`src/pkg/adc_regs_pkg.sv`:
```
`default_nettype none
package adc_regs_pkg;

  // Register pointer codes
  localparam logic [1:0] PTR_RESULT = 2'h0;
  localparam logic [1:0] PTR_CONFIG = 2'h1;
  localparam logic [1:0] PTR_LOW_THRESHOLD = 2'h2;
  localparam logic [1:0] PTR_HIGH_THRESHOLD = 2'h3;

  // Result layout and reset, read fill values
  localparam logic [15:0] RESULT_RESET = 16'h0000;
  localparam logic [3:0] RESULT_PAD = 4'h0;
  localparam logic [15:0] UNMAPPED_WORD = 16'h0000;
  localparam logic [7:0] PAST_END_BYTE = 8'h00;

  // Write byte positions after the address byte
  localparam logic [1:0] WR_IDX_NONE = 2'h0;
  localparam logic [1:0] WR_IDX_MSB = 2'h1;
  localparam logic [1:0] WR_IDX_LSB = 2'h2;
  localparam logic [1:0] WR_IDX_DONE = 2'h3;

  // Field decode limits
  localparam logic [2:0] GAIN_SMALLEST = 3'h5;
  localparam logic [2:0] RATE_FASTEST = 3'h6;
  localparam logic [1:0] AIN_PIN_3 = 2'h3;

  // Configuration word, MSB first
  typedef struct packed {
    logic single_shot_start_status;
    logic [2:0] input_pair_select;
    logic [2:0] gain_range_select;
    logic single_shot_mode;
    logic [2:0] conversion_rate_select;
    logic [4:0] comparator_ctl;
  } config_t;

  localparam config_t CONFIG_RESET = config_t'(16'h8583);

  // One byte written by the serial engine
  typedef struct packed {
    logic valid;
    logic first;
    logic [7:0] data;
  } byte_wr_t;

endpackage
`default_nettype wire

```
`src/logic/conversion_sequencer.sv`:
```
`timescale 1ns/10ps
`default_nettype none
module conversion_sequencer (
  // Clock and reset
  input wire logic clk_i,
  input wire logic rst_n_i,
  // Requests
  input wire logic start_single_i,
  input wire logic continuous_i,
  // Converter core
  input wire logic conv_done_i,
  output logic conv_start_o,
  output logic busy_o
);
  import adc_regs_pkg::*;

  typedef enum logic {S_IDLE, S_WAIT} seq_state_t;
  seq_state_t state;
  wire go = (state == S_IDLE) && (start_single_i || continuous_i);
  wire finish = (state == S_WAIT) && conv_done_i;

  // Launch one conversion, wait for its end
  always_ff @(posedge clk_i) begin
    if (!rst_n_i) begin
      state <= S_IDLE;
      conv_start_o <= 1'b0;
      busy_o <= 1'b0;
    end else begin
      conv_start_o <= go;
      case (state)
        S_IDLE: begin
          if (go) begin
            state <= S_WAIT;
            busy_o <= 1'b1;
          end
        end
        S_WAIT: begin
          if (finish) begin
            state <= S_IDLE;
            busy_o <= 1'b0;
          end
        end
        default: begin
          state <= S_IDLE;
          busy_o <= 1'b0;
        end
      endcase
    end
  end

  // Checks
  chk_single_launch: assert property (@(posedge clk_i) disable iff (!rst_n_i)
    (state == S_IDLE) && start_single_i |=> conv_start_o && busy_o)
    else $error("single-shot request did not launch");
  chk_continuous_relaunch: assert property (@(posedge clk_i) disable iff (!rst_n_i)
    finish && continuous_i |=> !busy_o ##1 (conv_start_o || !continuous_i))
    else $error("continuous mode did not relaunch");
  chk_busy_until_done: assert property (@(posedge clk_i) disable iff (!rst_n_i)
    busy_o && !conv_done_i |=> busy_o)
    else $error("busy dropped without conversion end");
  cov_continuous: cover property (@(posedge clk_i) disable iff (!rst_n_i)
    finish && continuous_i ##2 conv_start_o);

endmodule // conversion_sequencer
`default_nettype wire

```
`src/logic/adc_register_core.sv`:
```
`timescale 1ns/10ps
`default_nettype none
module adc_register_core (
  // Clock and reset
  input wire logic clk_i,
  input wire logic rst_n_i,
  // Write byte stream from the serial engine
  input wire adc_regs_pkg::byte_wr_t wr_byte_i,
  // Read byte stream to the serial engine
  input wire logic rd_req_i,
  input wire logic rd_first_i,
  output logic [7:0] rd_byte_o,
  output logic rd_valid_o,
  // Converter core
  input wire logic conv_done_i,
  input wire logic [11:0] conv_data_i,
  output logic conv_start_o,
  output logic busy_o,
  // Analog settings
  output logic [1:0] ain_pos_o,
  output logic [1:0] ain_neg_o,
  output logic ain_neg_gnd_o,
  output logic [2:0] full_scale_range_o,
  output logic single_shot_mode_o,
  output logic [2:0] conv_rate_o
);
  import adc_regs_pkg::*;

  logic [1:0] pointer;
  logic [1:0] wr_idx;
  logic [7:0] msb_hold;
  config_t cfg;
  logic [15:0] result;
  logic [15:0] rd_snapshot;
  logic lsb_pending;

  // Write decode
  wire wr_pointer = wr_byte_i.valid && wr_byte_i.first;
  wire wr_data = wr_byte_i.valid && !wr_byte_i.first;
  wire wr_msb = wr_data && (wr_idx == WR_IDX_MSB);
  wire wr_lsb = wr_data && (wr_idx == WR_IDX_LSB);
  wire cfg_commit = wr_lsb && (pointer == PTR_CONFIG);
  wire [15:0] next_cfg_word = {msb_hold, wr_byte_i.data};
  wire powered_down = !busy_o && cfg.single_shot_mode;
  wire start_single = cfg_commit && next_cfg_word[15] && powered_down;

  // Conversion capture
  wire result_load = conv_done_i && busy_o;
  wire [15:0] next_result = {conv_data_i, RESULT_PAD};

  // Read word selection
  wire [15:0] cfg_image = {!busy_o, cfg[14:0]};
  wire [15:0] sel_word = (pointer == PTR_RESULT) ? result :
                         (pointer == PTR_CONFIG) ? cfg_image : UNMAPPED_WORD;

  // Analog setting decode
  wire mux_single = cfg.input_pair_select[2];
  wire [1:0] mux_code = cfg.input_pair_select[1:0];
  wire [1:0] next_ain_pos = mux_single ? mux_code :
                            (mux_code == 2'h0 || mux_code == 2'h1) ? 2'h0 : mux_code - 2'h1;
  wire [1:0] next_ain_neg = mux_single ? 2'h0 :
                            (mux_code == 2'h0) ? 2'h1 : AIN_PIN_3;
  wire [2:0] next_fsr = (cfg.gain_range_select > GAIN_SMALLEST) ?
                        GAIN_SMALLEST : cfg.gain_range_select;
  wire [2:0] next_rate = (cfg.conversion_rate_select > RATE_FASTEST) ?
                         RATE_FASTEST : cfg.conversion_rate_select;

  // Pointer and write byte counter
  always_ff @(posedge clk_i) begin
    if (!rst_n_i) begin
      pointer <= PTR_RESULT;
      wr_idx <= WR_IDX_NONE;
      msb_hold <= 8'h00;
    end else if (wr_pointer) begin
      pointer <= wr_byte_i.data[1:0];
      wr_idx <= WR_IDX_MSB;
    end else if (wr_msb) begin
      msb_hold <= wr_byte_i.data;
      wr_idx <= WR_IDX_LSB;
    end else if (wr_lsb) begin
      wr_idx <= WR_IDX_DONE;
    end
  end

  // Configuration register
  always_ff @(posedge clk_i) begin
    if (!rst_n_i) begin
      cfg <= CONFIG_RESET;
    end else if (cfg_commit) begin
      cfg <= config_t'({1'b1, next_cfg_word[14:0]});
    end
  end

  // Result register, whole word at once
  always_ff @(posedge clk_i) begin
    if (!rst_n_i) begin
      result <= RESULT_RESET;
    end else if (result_load) begin
      result <= next_result;
    end
  end

  // Read path, word frozen at the first byte
  always_ff @(posedge clk_i) begin
    if (!rst_n_i) begin
      rd_snapshot <= 16'h0000;
      lsb_pending <= 1'b0;
      rd_byte_o <= 8'h00;
      rd_valid_o <= 1'b0;
    end else begin
      rd_valid_o <= rd_req_i;
      if (rd_req_i && rd_first_i) begin
        rd_snapshot <= sel_word;
        rd_byte_o <= sel_word[15:8];
        lsb_pending <= 1'b1;
      end else if (rd_req_i) begin
        rd_byte_o <= lsb_pending ? rd_snapshot[7:0] : PAST_END_BYTE;
        lsb_pending <= 1'b0;
      end
    end
  end

  // Registered analog settings
  always_ff @(posedge clk_i) begin
    if (!rst_n_i) begin
      ain_pos_o <= 2'h0;
      ain_neg_o <= 2'h1;
      ain_neg_gnd_o <= 1'b0;
      full_scale_range_o <= CONFIG_RESET.gain_range_select;
      single_shot_mode_o <= CONFIG_RESET.single_shot_mode;
      conv_rate_o <= CONFIG_RESET.conversion_rate_select;
    end else begin
      ain_pos_o <= next_ain_pos;
      ain_neg_o <= next_ain_neg;
      ain_neg_gnd_o <= mux_single;
      full_scale_range_o <= next_fsr;
      single_shot_mode_o <= cfg.single_shot_mode;
      conv_rate_o <= next_rate;
    end
  end

  // Conversion sequencing
  conversion_sequencer u_sequencer (
    .clk_i(clk_i),
    .rst_n_i(rst_n_i),
    .start_single_i(start_single),
    .continuous_i(!cfg.single_shot_mode),
    .conv_done_i(conv_done_i),
    .conv_start_o(conv_start_o),
    .busy_o(busy_o)
  );

  // Checks
  chk_result_pad_zero: assert property (@(posedge clk_i) disable iff (!rst_n_i)
    result[3:0] == 4'h0)
    else $error("result low nibble not zero");
  chk_result_capture: assert property (@(posedge clk_i) disable iff (!rst_n_i)
    result_load |=> result[15:4] == $past(conv_data_i))
    else $error("result not captured");
  chk_result_stable: assert property (@(posedge clk_i) disable iff (!rst_n_i)
    !result_load |=> $stable(result))
    else $error("result changed without conversion");
  chk_pointer_kept: assert property (@(posedge clk_i) disable iff (!rst_n_i)
    !wr_pointer |=> $stable(pointer))
    else $error("pointer changed without write");
  chk_config_reset: assert property (@(posedge clk_i) disable iff (!rst_n_i)
    $rose(rst_n_i) |-> cfg[14:0] == CONFIG_RESET[14:0] && !busy_o)
    else $error("configuration reset value wrong");
  chk_status_read: assert property (@(posedge clk_i) disable iff (!rst_n_i)
    rd_req_i && rd_first_i && pointer == PTR_CONFIG |=> rd_byte_o[7] == !$past(busy_o))
    else $error("status bit wrong on read");
  chk_result_select: assert property (@(posedge clk_i) disable iff (!rst_n_i)
    rd_req_i && rd_first_i && pointer == PTR_RESULT |=> rd_byte_o == $past(result[15:8]))
    else $error("pointer zero did not select result");
  chk_start_ignored: assert property (@(posedge clk_i) disable iff (!rst_n_i)
    cfg_commit && busy_o |=> !conv_start_o)
    else $error("start accepted while converting");
  chk_config_write: assert property (@(posedge clk_i) disable iff (!rst_n_i)
    cfg_commit |=> cfg[14:0] == $past(next_cfg_word[14:0]))
    else $error("configuration write lost");
  chk_pair_decode: assert property (@(posedge clk_i) disable iff (!rst_n_i)
    mux_single |=> ain_neg_gnd_o && ain_pos_o == $past(mux_code))
    else $error("single-ended input decode wrong");
  chk_gain_clamp: assert property (@(posedge clk_i) disable iff (!rst_n_i)
    cfg.gain_range_select > 3'h5 |=> full_scale_range_o == 3'h5)
    else $error("gain codes above 101 not clamped");
  chk_rate_clamp: assert property (@(posedge clk_i) disable iff (!rst_n_i)
    cfg.conversion_rate_select == 3'h7 |=> conv_rate_o == 3'h6)
    else $error("rate code 111 not fastest");
  chk_atomic_read: assert property (@(posedge clk_i) disable iff (!rst_n_i)
    rd_req_i && rd_first_i ##1 rd_req_i && !rd_first_i
    |=> rd_byte_o == $past(rd_snapshot[7:0], 1))
    else $error("low byte not from frozen word");
  cov_single_shot: cover property (@(posedge clk_i) disable iff (!rst_n_i)
    start_single ##1 conv_start_o);
  cov_config_read: cover property (@(posedge clk_i) disable iff (!rst_n_i)
    rd_req_i && rd_first_i && pointer == PTR_CONFIG ##1 rd_req_i && !rd_first_i);
  cov_busy_write: cover property (@(posedge clk_i) disable iff (!rst_n_i)
    cfg_commit && busy_o);

endmodule // adc_register_core
`default_nettype wire

```
`config.mk`:
```
export PLATFORM = sky130hd
export DESIGN_NAME = adc_register_core
export DESIGN_NICKNAME = d
export VERILOG_FILES = /design/src/pkg/adc_regs_pkg.sv /design/src/logic/conversion_sequencer.sv /design/src/logic/adc_register_core.sv
export SDC_FILE = /design/constraint.sdc
export NUM_CORES = 1
export LEC_CHECK = 0
export BUFFER_PORTS_ARGS = -buffer_cell sky130_fd_sc_hd__clkbuf_2
export CAP_MARGIN = 20
export CORE_ASPECT_RATIO = 0.9
export CORE_MARGIN = 4
export CORE_UTILIZATION = 55
export CTS_BUF_LIST = sky130_fd_sc_hd__clkbuf_4
export CTS_CLUSTER_SIZE = 14
export DETAILED_ROUTE_END_ITERATION = 10
export HOLD_SLACK_MARGIN = 0.03
export PLACE_DENSITY = 0.79
export SLEW_MARGIN = 20
export SYNTH_ARGS = -nofsm -noshare
export SYNTH_HDL_FRONTEND = slang
export SYNTH_SLANG_ARGS = --single-unit
```
`constraint.sdc`:
```
create_clock -name clk_i -period 1.4 [get_ports clk_i]
set_input_delay 0.28 -clock clk_i [delete_from_list [all_inputs] [get_ports clk_i]]
set_output_delay 0.28 -clock clk_i [all_outputs]
set_load 0.01 [all_outputs]
```
==> qor.yml, run 1 <==
outcome:
  status: "finished clean"
synth:
  synth_edf_count: 0
  netlist.area_leader.share_pct: 53.9
  syn_inst: 299
  synth_area_per_cell_um2: 8.94
  synth_area_um2: 2670
  synth_most_common_cell: "dfxtp_1"
  yosys-top-cells-area: "dfxtp_1 (54%), a21oi_1 (6.4%), nand2_1 (6.2%)"
  synthArstFlopShare_pct: 0
  yosysSeqAreaShare_pct: 53.9
  yosys_register_bits: 72
  synth.distinct_cells: 34
  yosys.area.top_type: "dfxtp_1"
  synthTopCellsByCount: "dfxtp_1 (72), nand2_1 (44), a21oi_1 (34)"
  ys.flop_type: "dfxtp_1"
  yosysWarnings: 0
  syn_nets: 326
sta:
  fin_worst_skew_ns: 0.0102
  relSlewSlack_pct: 71.8
  setup_violations: 0
  fin_crit_ns: 1.31
  grt_setup_unrepaired: "no"
  hold_viol_final: 0
  finalMaxSlewViolations: 0
  fin_setup_tns_ns: 0
  fmax_mhz: 761
  min_period_over_period_pct: 93.8
  max_slew.worst_pin.slew_ns: 0.422
clock_network:
  clock_sinks: 72
  clockRootBuffer: "clkbuf_4"
  clkTransAtPathRegs_ns: 0.11
  cts_tree: "built"
  clk_latency_ns: 0.42
  post-cts-setup-buffer-count: 0
  clockBufferDepth: 2
  htreeDepth: 3
  cts_resized: 0
  numCtsBuffers: 9
  ctsHoldBuffers: 0
detailed_routing:
  wl_um: 5960
  avgViaCountPerCell: 5.57
  num_vias: 2318
  wl_per_cell_um: 14.3
  drt_first_pass_iters: 5
  drt_iter0_markers: 182
  final_antenna_net_count: 0
  drc_errors: 0
min_path:
  hold_class: "input port to flop"
finish:
  final_cell_area_um2: 3100
  instances_no_fill: 416
  nNetsFinal: 376
  area_delta_synth_final_pct: 16.2
  nFillCells: 387
  drive_above_1_share_pct: 22.9
  antenna_cells: 0
setup_path:
  critPathArrivalTime_ns: 1.03
  cp-end-kind: "primary output"
  critPathLaunchType: "flop"
  critPathMaxStageDelay_ns: 0.44
  worst-path-buf-inv: 1
  worstPathCellList: "clkbuf_2"
  cp_slowest_cell: "dfxtp_1"
  path_max_fanout: 6
  cp.required_ns: 1.12
  crit_type: "flop to primary output"
  critPathTopFamily: "flip-flops"
placed_design:
  dp.cells: 400
  port_buffers: 49
  gp_routability_congestion: 0.812
  place_area_um2: 2970
  dpl.hpwl_um: 4260
global_route:
  top_usage_layer: "met2"
  antenna_found_initial: 0
  grt_use_met1_pct: 24.9
  met3_usage_pct: 6.42
  grt_max_degree: 23
  grt_usage_pct: 21.9
  overflow: 0
  grtUsageMet2_pct: 37.5
  grt_pass1_wl_um: 9870
  grt_pass1_vias: 2204
die:
  initial_core_util_pct: 58.4
  die_w_um: 81.5
  die_area_um2: 6040
  ios: 50
  core_area_um2: 4580
  die_y_um: 74.1
  rows: 23
pwr:
  power_w: 0.00353
  p_leak_nw: 1.16
  vdd_ir_drop_max_v: 0.000691
  power_density_nw_per_um2: 1140
run:
  maxCapViolations: 0
[cells in the final DEF (no fill, tap or decap), types with 3 or more instances in the layout]
cell,instances
a21oi_1,34
buf_4,13
a222oi_1,4
dfxtp_1,72
nand3_1,21
clkbuf_2,49
mux2i_1,8
and2_1,5
nor2b_1,7
o21ai_0,19
nand2_1,44
nand2b_1,5
a31oi_1,5
a22oi_1,9
nor2_1,24
a41oi_1,3
clkbuf_4,10
inv_1,3
[sequential cells by signal, indices dropped and copies added (netlist names), 2 cells and up]
name	count
ain_neg_o	2
ain_pos_o	2
cfg	15
conv_rate_o	3
full_scale_range_o	3
msb_hold	8
pointer	2
rd_byte_o	8
rd_snapshot	8
result	12
wr_idx	2
[final cells by class]
| cell class | count | area, um^2 | area share, % |
|---|---|---|---|
| inverters | 4 | 15.0 | 0.484 |
| multi-input cells | 200 | 1090 | 35.2 |
| clock buffers | 10 | 75.1 | 2.42 |
| repair buffers | 62 | 343 | 11.0 |
| clock inverters | 6 | 60.1 | 1.93 |
| well taps | 62 | 77.6 | 2.50 |
| flip-flops and latches | 72 | 1440 | 46.4 |
[cells by family after synthesis]
group                  count (synthesis)  synth area share [%]
AND/OR/NAND/NOR                      113                  20.1
AO/OA/AOI/OAI                         79                  17.7
flip-flops                            72                  53.9
buffers and inverters                 27                  5.24
multiplexers                           8                  3.00
[metal layers]
metal  wire length [um]  share of wire (%)
met5                  0                  0
met4                115                1.9
met3                391                6.6
met2               2950                 50
met1               2500                 42
[worst paths after layout]
kind / from / endpoint / slack [ns] / cells after the start
worst max-delay path: u_sequencer.busy_o / busy_o / 0.09 / 1
worst min-delay path: conv_data_i[9] / result[13] / 0.06 / 3
worst max register to register: wr_idx[1] / cfg[8] / 0.11 / 3
worst min register to register: result[13] / result[13] / 0.47 / 2
[stage by stage]
| step | hold slack (ns) | util, % | setup slack (ns) |
|---|---|---|---|
| 2_1_floorplan | 0.416 | - | 0.203 |
| 3_3_place_gp | 0.443 | 64.9 | 0.0909 |
| 3_5_place_dp | 0.450 | 64.9 | 0.0423 |
| 4_1_cts | 0.0364 | 67.8 | 0.0466 |
| 5_1_grt | 0.0423 | 67.8 | 0.00884 |
| 6_report | 0.0592 | 67.8 | 0.0867 |
[power by group]
part / leakage, nW / internal, W / total, W / switching (W)
registers: 0.582 / 0.00207 / 0.00208 / 0.0000137
logic: 0.509 / 0.0000796 / 0.000198 / 0.000118
clock network: 0.0738 / 0.000555 / 0.00125 / 0.000697
No activity file was read; power rests on OpenSTA's default activity.
==> run 2, diff against run 1 <==
==> constraint.sdc (replaced) <==
create_clock -name clk_i -period 1.4 [get_ports clk_i]
set_input_delay 0.14 -clock clk_i [delete_from_list [all_inputs] [get_ports clk_i]]
set_output_delay 0.14 -clock clk_i [all_outputs]
set_load 0.01 [all_outputs]
==> qor.yml, run 2 (synthesis results as in run 1) <==
pwr:
  power_w: 0.00344  # was 0.00353 W
  vdd_ir_drop_max_v: 0.000593  # was 0.000691 V
  p_leak_nw: 1.25  # was 1.16 nW
  seqPwrFrac_pct: 60.6  # was 58.9%
  switching_share_pct: 25.9  # was 23.5%
  p_sw_w: 0.000891  # was 0.000830 W
  power_density_nw_per_um2: 1030  # was 1140 nW/um^2
  p_int_w: 0.00255  # was 0.00270 W
  pwr-share-clk_pct: 32.2  # was 35.5%
  combPwrFrac_pct: 7.3  # was 5.6%
sta:
  relSlewSlack_pct: 70.6  # was 71.8%
  worst_slack_ns: 0.0407  # was 0.0867 ns
  fmax_mhz: 736  # was 761 MHz
  finalMaxSlewViolations: 0  # unchanged
  grt_setup_unrepaired: "no"  # unchanged
  fin_worst_skew_ns: 0.0124  # was 0.0102 ns
  hold_viol_final: 0  # unchanged
  max_slew.worst_pin.slew_ns: 0.440  # was 0.422 ns
  min_period_over_period_pct: 97.1  # was 93.8%
  setup_violations: 0  # unchanged
  fin_setup_tns_ns: 0  # unchanged
  fin_crit_ns: 1.36  # was 1.31 ns
clock_network:
  numCtsBuffers: 9  # unchanged
  clkTransAtPathRegs_ns: 0.12  # was 0.11 ns
  cts_tree: "built"  # unchanged
  clockBufferDepth: 2  # unchanged
  htreeDepth: 3  # unchanged
  clockRootBuffer: "clkbuf_4"  # unchanged
  post-cts-setup-buffer-count: 0  # unchanged
  clk_latency_ns: 0.41  # was 0.42 ns
  clock_sinks: 72  # unchanged
setup_path:
  critPathMaxStageDelay_ns: 0.57  # was 0.44 ns
  cp_slowest_cell: "dlygate4sd3_1"  # was dfxtp_1
  critPathArrivalTime_ns: 1.72  # was 1.03 ns
  path_common_cell: "dlygate4sd3_1"
  crit_start: "wr_byte_i[9]"  # was u_sequencer.busy_o
  r2r_start: "wr_idx[0]"  # was wr_idx[1]
  cp.required_ns: 1.76  # was 1.12 ns
  critPathTopFamily: "buffers and inverters"  # was flip-flops
  critPathLaunchType: "input port"  # was flop
  path_max_fanout: 9  # was 6
  cp-end-kind: "flop"  # was primary output
  worst-path-buf-inv: 3  # was 1
  worstPathCellList: "dlygate4sd3_1 > clkbuf_2 > nor2_1 > a211oi_1 > dlygate4sd3_1"  # was clkbuf_2
  crit_type: "input port to flop"  # was flop to primary output
run:
  maxCapViolations: 0  # unchanged
global_route:
  grt_pass1_vias: 2283  # was 2,204
  overflow: 0  # unchanged
  antenna_found_initial: 0  # unchanged
  grt_max_degree: 23  # unchanged
  grt_usage_pct: 22.9  # was 21.9%
  grt_pass1_wl_um: 10300  # was 9870 um
placed_design:
  post-place-ws_ns: 0.178  # was 0.0423 ns
  port_buffers: 49  # unchanged
  gp_routability_congestion: 0.837  # was 0.812
  place_area_um2: 2970  # about the same
  dpl.hpwl_um: 4240  # was 4260 um
finish:
  nNetsFinal: 399  # was 376
  final_cell_mix: "dfxtp_1 (72), clkbuf_2 (49), nand2_1 (44)"  # unchanged
  drive_above_1_share_pct: 21.2  # was 22.9%
  largest_register_ffs: 15  # unchanged
  reg_top3: "cfg: 15 flops, result: 12 flops"  # unchanged
  area_delta_synth_final_pct: 24.7  # was 16.2%
  final_common_cell: "dfxtp_1"  # unchanged
  nFillCells: 370  # was 387
  final_cell_area_um2: 3330  # was 3100 um^2
  fin_util_pct: 72.8  # was 67.8%
  antenna_cells: 0  # unchanged
  top_register: "cfg"  # unchanged
min_path:
  hold_class: "input port to flop"  # unchanged
  holdCritStartpoint: "rst_n_i"  # was conv_data_i[9]
outcome:
  status: "finished clean"  # unchanged
die:
  initial_core_util_pct: 58.4  # unchanged
  ios: 50  # unchanged
  die_w_um: 81.5  # unchanged
  die_y_um: 74.1  # unchanged
  core_area_um2: 4580  # unchanged
  die_area_um2: 6040  # unchanged
  rows: 23  # unchanged
detailed_routing:
  wl_per_cell_um: 14.2  # was 14.3 um
  wl_um: 6240  # was 5960 um
  drt_iter0_markers: 139  # was 182
  drt_first_pass_iters: 4  # was 5
  num_vias: 2433  # was 2,318
  drc_errors: 0  # unchanged
  avgViaCountPerCell: 5.54  # was 5.57
  final_antenna_net_count: 0  # unchanged
-- run 2: cell count changes in the layout (fill, tap and decap cells not counted), sizes merged --
cell,before,now
buf,13,11
bufinv,1,0
clkbuf,59,58
clkinv,5,4
clkinvlp,1,3
dlygate4sd3,0,25
inv,3,4
-- run 2: cell type report --
cell class / instances / area, um^2 / area share (%)
Timing Repair Buffer: 85 / 591 / 17.7
Sequential cell: 72 / 1440 / 43.3
Multi-Input combinational cell: 200 / 1090 / 32.8
Tap cell: 62 / 77.6 / 2.33
Clock inverter: 7 / 46.3 / 1.39
Inverter: 4 / 15.0 / 0.451
Clock buffer: 9 / 67.6 / 2.03
-- run 2: worst paths after layout --
kind / endpoint / slack [ns] / depth (start not counted)
setup / recovery: wr_idx[0] / 0.04 / 5
hold / removal: u_sequencer.conv_start_o / 0.09 / 4
setup reg to reg: wr_idx[0] / 0.08 / 3
hold reg to reg: result[10] / 0.47 / 2
-- run 2: power by group through the flow --
stage | Combinational (W) | Sequential (W) | Clock, W
2_1_floorplan | 0.000108 | 0.00213 | 0
3_5_place_dp | 0.000190 | 0.00213 | 0
3_3_place_gp | 0.000186 | 0.00213 | 0
6_report | 0.000251 | 0.00208 | 0.00111
5_1_grt | 0.000272 | 0.00209 | 0.00122
4_1_cts | 0.000245 | 0.00208 | 0.00114
-- run 2: worst reg2reg max path, delay by kind of cell, from the launching register on --
| family | cells | cell delay (ns) |
|---|---|---|
| flip-flops | 1 | 0.41 |
| AND/OR/NAND/NOR | 1 | 0.09 |
| AO/OA/AOI/OAI | 1 | 0.21 |
| buffers and inverters | 1 | 0.57 |
-- run 2: stage by stage --
stage / std cells / hold slack [ns]
after floorplan: 299 / 0.276
after global routing: 439 / 0.0826
final: 439 / 0.0890
after CTS: 439 / 0.0657
after detailed placement: 398 / 0.367
after global placement: 398 / 0.364
-- run 2: per-layer routing --
metal,track usage [%],up-vias,wire [um]
met1,27.0,1149,2670
li1,-,1188,-
met2,38.2,88,3030
met4,8.82,0,59
met3,7.99,8,477
met5,0,-,0
-- run 2: timing repair --
| item | CTS | global route |
|---|---|---|
| endpoints found under the hold margin | 32 | 0 |
| gates resized for setup | 0 | 1 |
| setup endpoints to repair | 0 | 1 |
| hold buffers | 25 | 0 |
==> run 3, diff against run 2 <==
- BUFFER_PORTS_ARGS: -buffer_cell sky130_fd_sc_hd__clkbuf_2 -> -buffer_cell sky130_fd_sc_hd__buf_4
- SETUP_SLACK_MARGIN: default -> 0.05
==> qor.yml, run 3 (synthesis results as in run 1) <==
finish:
  reg_top3: "cfg: 15 flops, result: 12 flops"  # unchanged
  nFillCells: 335  # was 370
  final_cell_area_um2: 3480  # was 3330 um^2
  final_common_cell: "dfxtp_1"  # unchanged
  area_delta_synth_final_pct: 30.2  # was 24.7%
  instances_no_fill: 434  # was 439
  antenna_cells: 0  # unchanged
  largest_register_ffs: 15  # unchanged
  nNetsFinal: 394  # was 399
  top_register: "cfg"  # unchanged
  drive_above_1_share_pct: 20.4  # was 21.2%
  final_cell_mix: "dfxtp_1 (72), buf_4 (57), nand2_1 (44)"  # was dfxtp_1 (72), clkbuf_2 (49), nand2_1 (44)
sta:
  setup_violations: 0  # unchanged
  fin_setup_tns_ns: 0  # unchanged
  fin_crit_ns: 1.29  # was 1.36 ns
  fin_worst_skew_ns: 0.00845  # was 0.0124 ns
  relSlewSlack_pct: 71.3  # was 70.6%
  min_period_over_period_pct: 92.1  # was 97.1%
  finalMaxSlewViolations: 0  # unchanged
  max_slew.worst_pin.slew_ns: 0.431  # was 0.440 ns
  fmax_mhz: 776  # was 736 MHz
  hold_viol_final: 0  # unchanged
  grt_setup_unrepaired: "no"  # unchanged
setup_path:
  r2r_slack_ns: 0.14  # was 0.08 ns
  r2r_start: "wr_idx[0]"  # unchanged
  cp-end-kind: "flop"  # unchanged
  path_max_fanout: 7  # was 9
  critPathMaxStageDelay_ns: 0.53  # was 0.57 ns
  crit_start: "wr_byte_i[8]"  # was wr_byte_i[9]
  r2r-end: "cfg[8]"  # was wr_idx[0]
  crit_type: "input port to flop"  # unchanged
  r2r_cells: 3  # unchanged
  cp_slowest_cell: "dlygate4sd3_1"  # unchanged
  critPathArrivalTime_ns: 1.60  # was 1.72 ns
  cp.required_ns: 1.71  # was 1.76 ns
  worstPathCellList: "dlygate4sd3_1 > buf_4 > and4bb_1 > a21boi_2 > a311o_1"  # was dlygate4sd3_1 > clkbuf_2 > nor2_1 > a211oi_1 > dlygate4sd3_1
  critPathLaunchType: "input port"  # unchanged
global_route:
  antenna_found_initial: 0  # unchanged
  grt_pass1_vias: 2355  # was 2,283
  grt_max_degree: 30  # was 23
  grt_usage_pct: 23.3  # was 22.9%
  overflow: 0  # unchanged
  grt_pass1_wl_um: 10600  # was 10,300 um
die:
  core_area_um2: 4580  # unchanged
  initial_core_util_pct: 58.4  # unchanged
  die_y_um: 74.1  # unchanged
  ios: 50  # unchanged
  rows: 23  # unchanged
  die_area_um2: 6040  # unchanged
  die_w_um: 81.5  # unchanged
min_path:
  hold_class: "input port to flop"  # unchanged
  whs_endpoint: "u_sequencer.state"  # was u_sequencer.conv_start_o
  holdCritStartpoint: "conv_done_i"  # was rst_n_i
  holdPathStages: 3  # was 4
pwr:
  seqPwrFrac_pct: 52.4  # was 60.6%
  vdd_ir_drop_max_v: 0.000851  # was 0.000593 V
  p_sw_w: 0.000849  # was 0.000891 W
  pwr-share-clk_pct: 40.9  # was 32.2%
  power_w: 0.00397  # was 0.00344 W
  p_leak_nw: 1.30  # was 1.25 nW
  combPwrFrac_pct: 6.7  # was 7.3%
  power_density_nw_per_um2: 1140  # was 1030 nW/um^2
  switching_share_pct: 21.4  # was 25.9%
  p_int_w: 0.00312  # was 0.00255 W
detailed_routing:
  drc_errors: 0  # unchanged
  drt_first_pass_iters: 6  # was 4
  num_vias: 2427  # was 2,433
  drt_iter0_markers: 196  # was 139
  wl_um: 6460  # was 6240 um
  avgViaCountPerCell: 5.59  # was 5.54
  final_antenna_net_count: 0  # unchanged
  wl_per_cell_um: 14.9  # was 14.2 um
clock_network:
  clkTransAtPathRegs_ns: 0.11  # was 0.12 ns
  clockRootBuffer: "clkbuf_4"  # unchanged
  cts_tree: "built"  # unchanged
  clock_sinks: 72  # unchanged
  clockBufferDepth: 2  # unchanged
  clk_latency_ns: 0.41  # about the same
  numCtsBuffers: 9  # unchanged
  htreeDepth: 3  # unchanged
placed_design:
  place_area_um2: 3070  # was 2970 um^2
  port_buffers: 49  # unchanged
  dpl.hpwl_um: 4300  # was 4240 um
  gp_routability_congestion: 0.865  # was 0.837
  dp.cells: 396  # was 398
run:
  maxCapViolations: 0  # unchanged
outcome:
  status: "finished clean"  # unchanged
==> run 3: cell types whose count changed in the layout (fill, tap and decap cells not counted), moves of 2 or more <==
cell / change
bufinv_16: +3
clkinvlp_4: -3
clkinv_2: -2
clkbuf_2: -49
buf_4: +47
dlygate4sd3_1: -3
==> run 3: how the worst max path moves through the flow <==
stage / to / slack (ns) / cells after the start
2_1_floorplan: rd_byte_o[4] / 0.24 / 5
3_3_place_gp: cfg[8] / 0.21 / 3
3_5_place_dp: cfg[8] / 0.17 / 3
4_1_cts: msb_hold[2] / 0.13 / 5
5_1_grt: rd_snapshot[6] / 0.05 / 4
6_report: cfg[8] / 0.11 / 5
==> run 3: routing by layer <==
| metal | share of wire, % | global-route usage, % | wire (um) | up-vias |
|---|---|---|---|---|
| met5 | 0 | 0 | 0 | - |
| met3 | 6.7 | 7.63 | 433 | 18 |
| met4 | 1.7 | 9.76 | 112 | 0 |
| met2 | 49 | 39.4 | 3180 | 95 |
| li1 | - | - | - | 1173 |
| met1 | 42 | 27.1 | 2730 | 1141 |
==> run 3: cell type report <==
type                       instances  area (um^2)  share of cell area [%]
inverter                           4         15.0                   0.431
timing repair buffer              80          668                    19.2
multi-input combinational        200         1090                    31.5
sequential                        72         1440                    41.4
clock inverter                     6          108                    3.09
clock buffer                      10         75.1                    2.16
tap                               62         77.6                    2.23
==> run 3: power groups by stage <==
stage          sequential (W)  clock, W  combinational [W]
2_1_floorplan         0.00213         0           0.000108
3_3_place_gp          0.00213         0           0.000207
3_5_place_dp          0.00213         0           0.000211
4_1_cts               0.00208   0.00164           0.000260
5_1_grt               0.00209   0.00172           0.000288
6_report              0.00208   0.00162           0.000267
==> run 3: critical path, delay by kind of cell <==
family,cells,cell delay (ns)
AND/OR/NAND/NOR,1,0.33
buffers and inverters,2,0.69
AO/OA/AOI/OAI,2,0.43
==> run 3: through the flow <==
step                util (%)  hold slack, ns  worst slack [ns]
floorplan                  -           0.276             0.236
global placement        67.2           0.388             0.209
detailed placement      67.2           0.396             0.168
CTS                     76.0          0.0353             0.131
global route            76.0          0.0402            0.0513
finish                  76.0          0.0449             0.111
==> run 3: what timing repair did <==
item / 4_1_cts / 5_1_grt
gates resized for setup: 0 / 1
buffers inserted: 0 / 0
endpoints found under the setup margin: 0 / 3
hold buffers: 22 / 0
hold endpoints to repair: 31 / 0
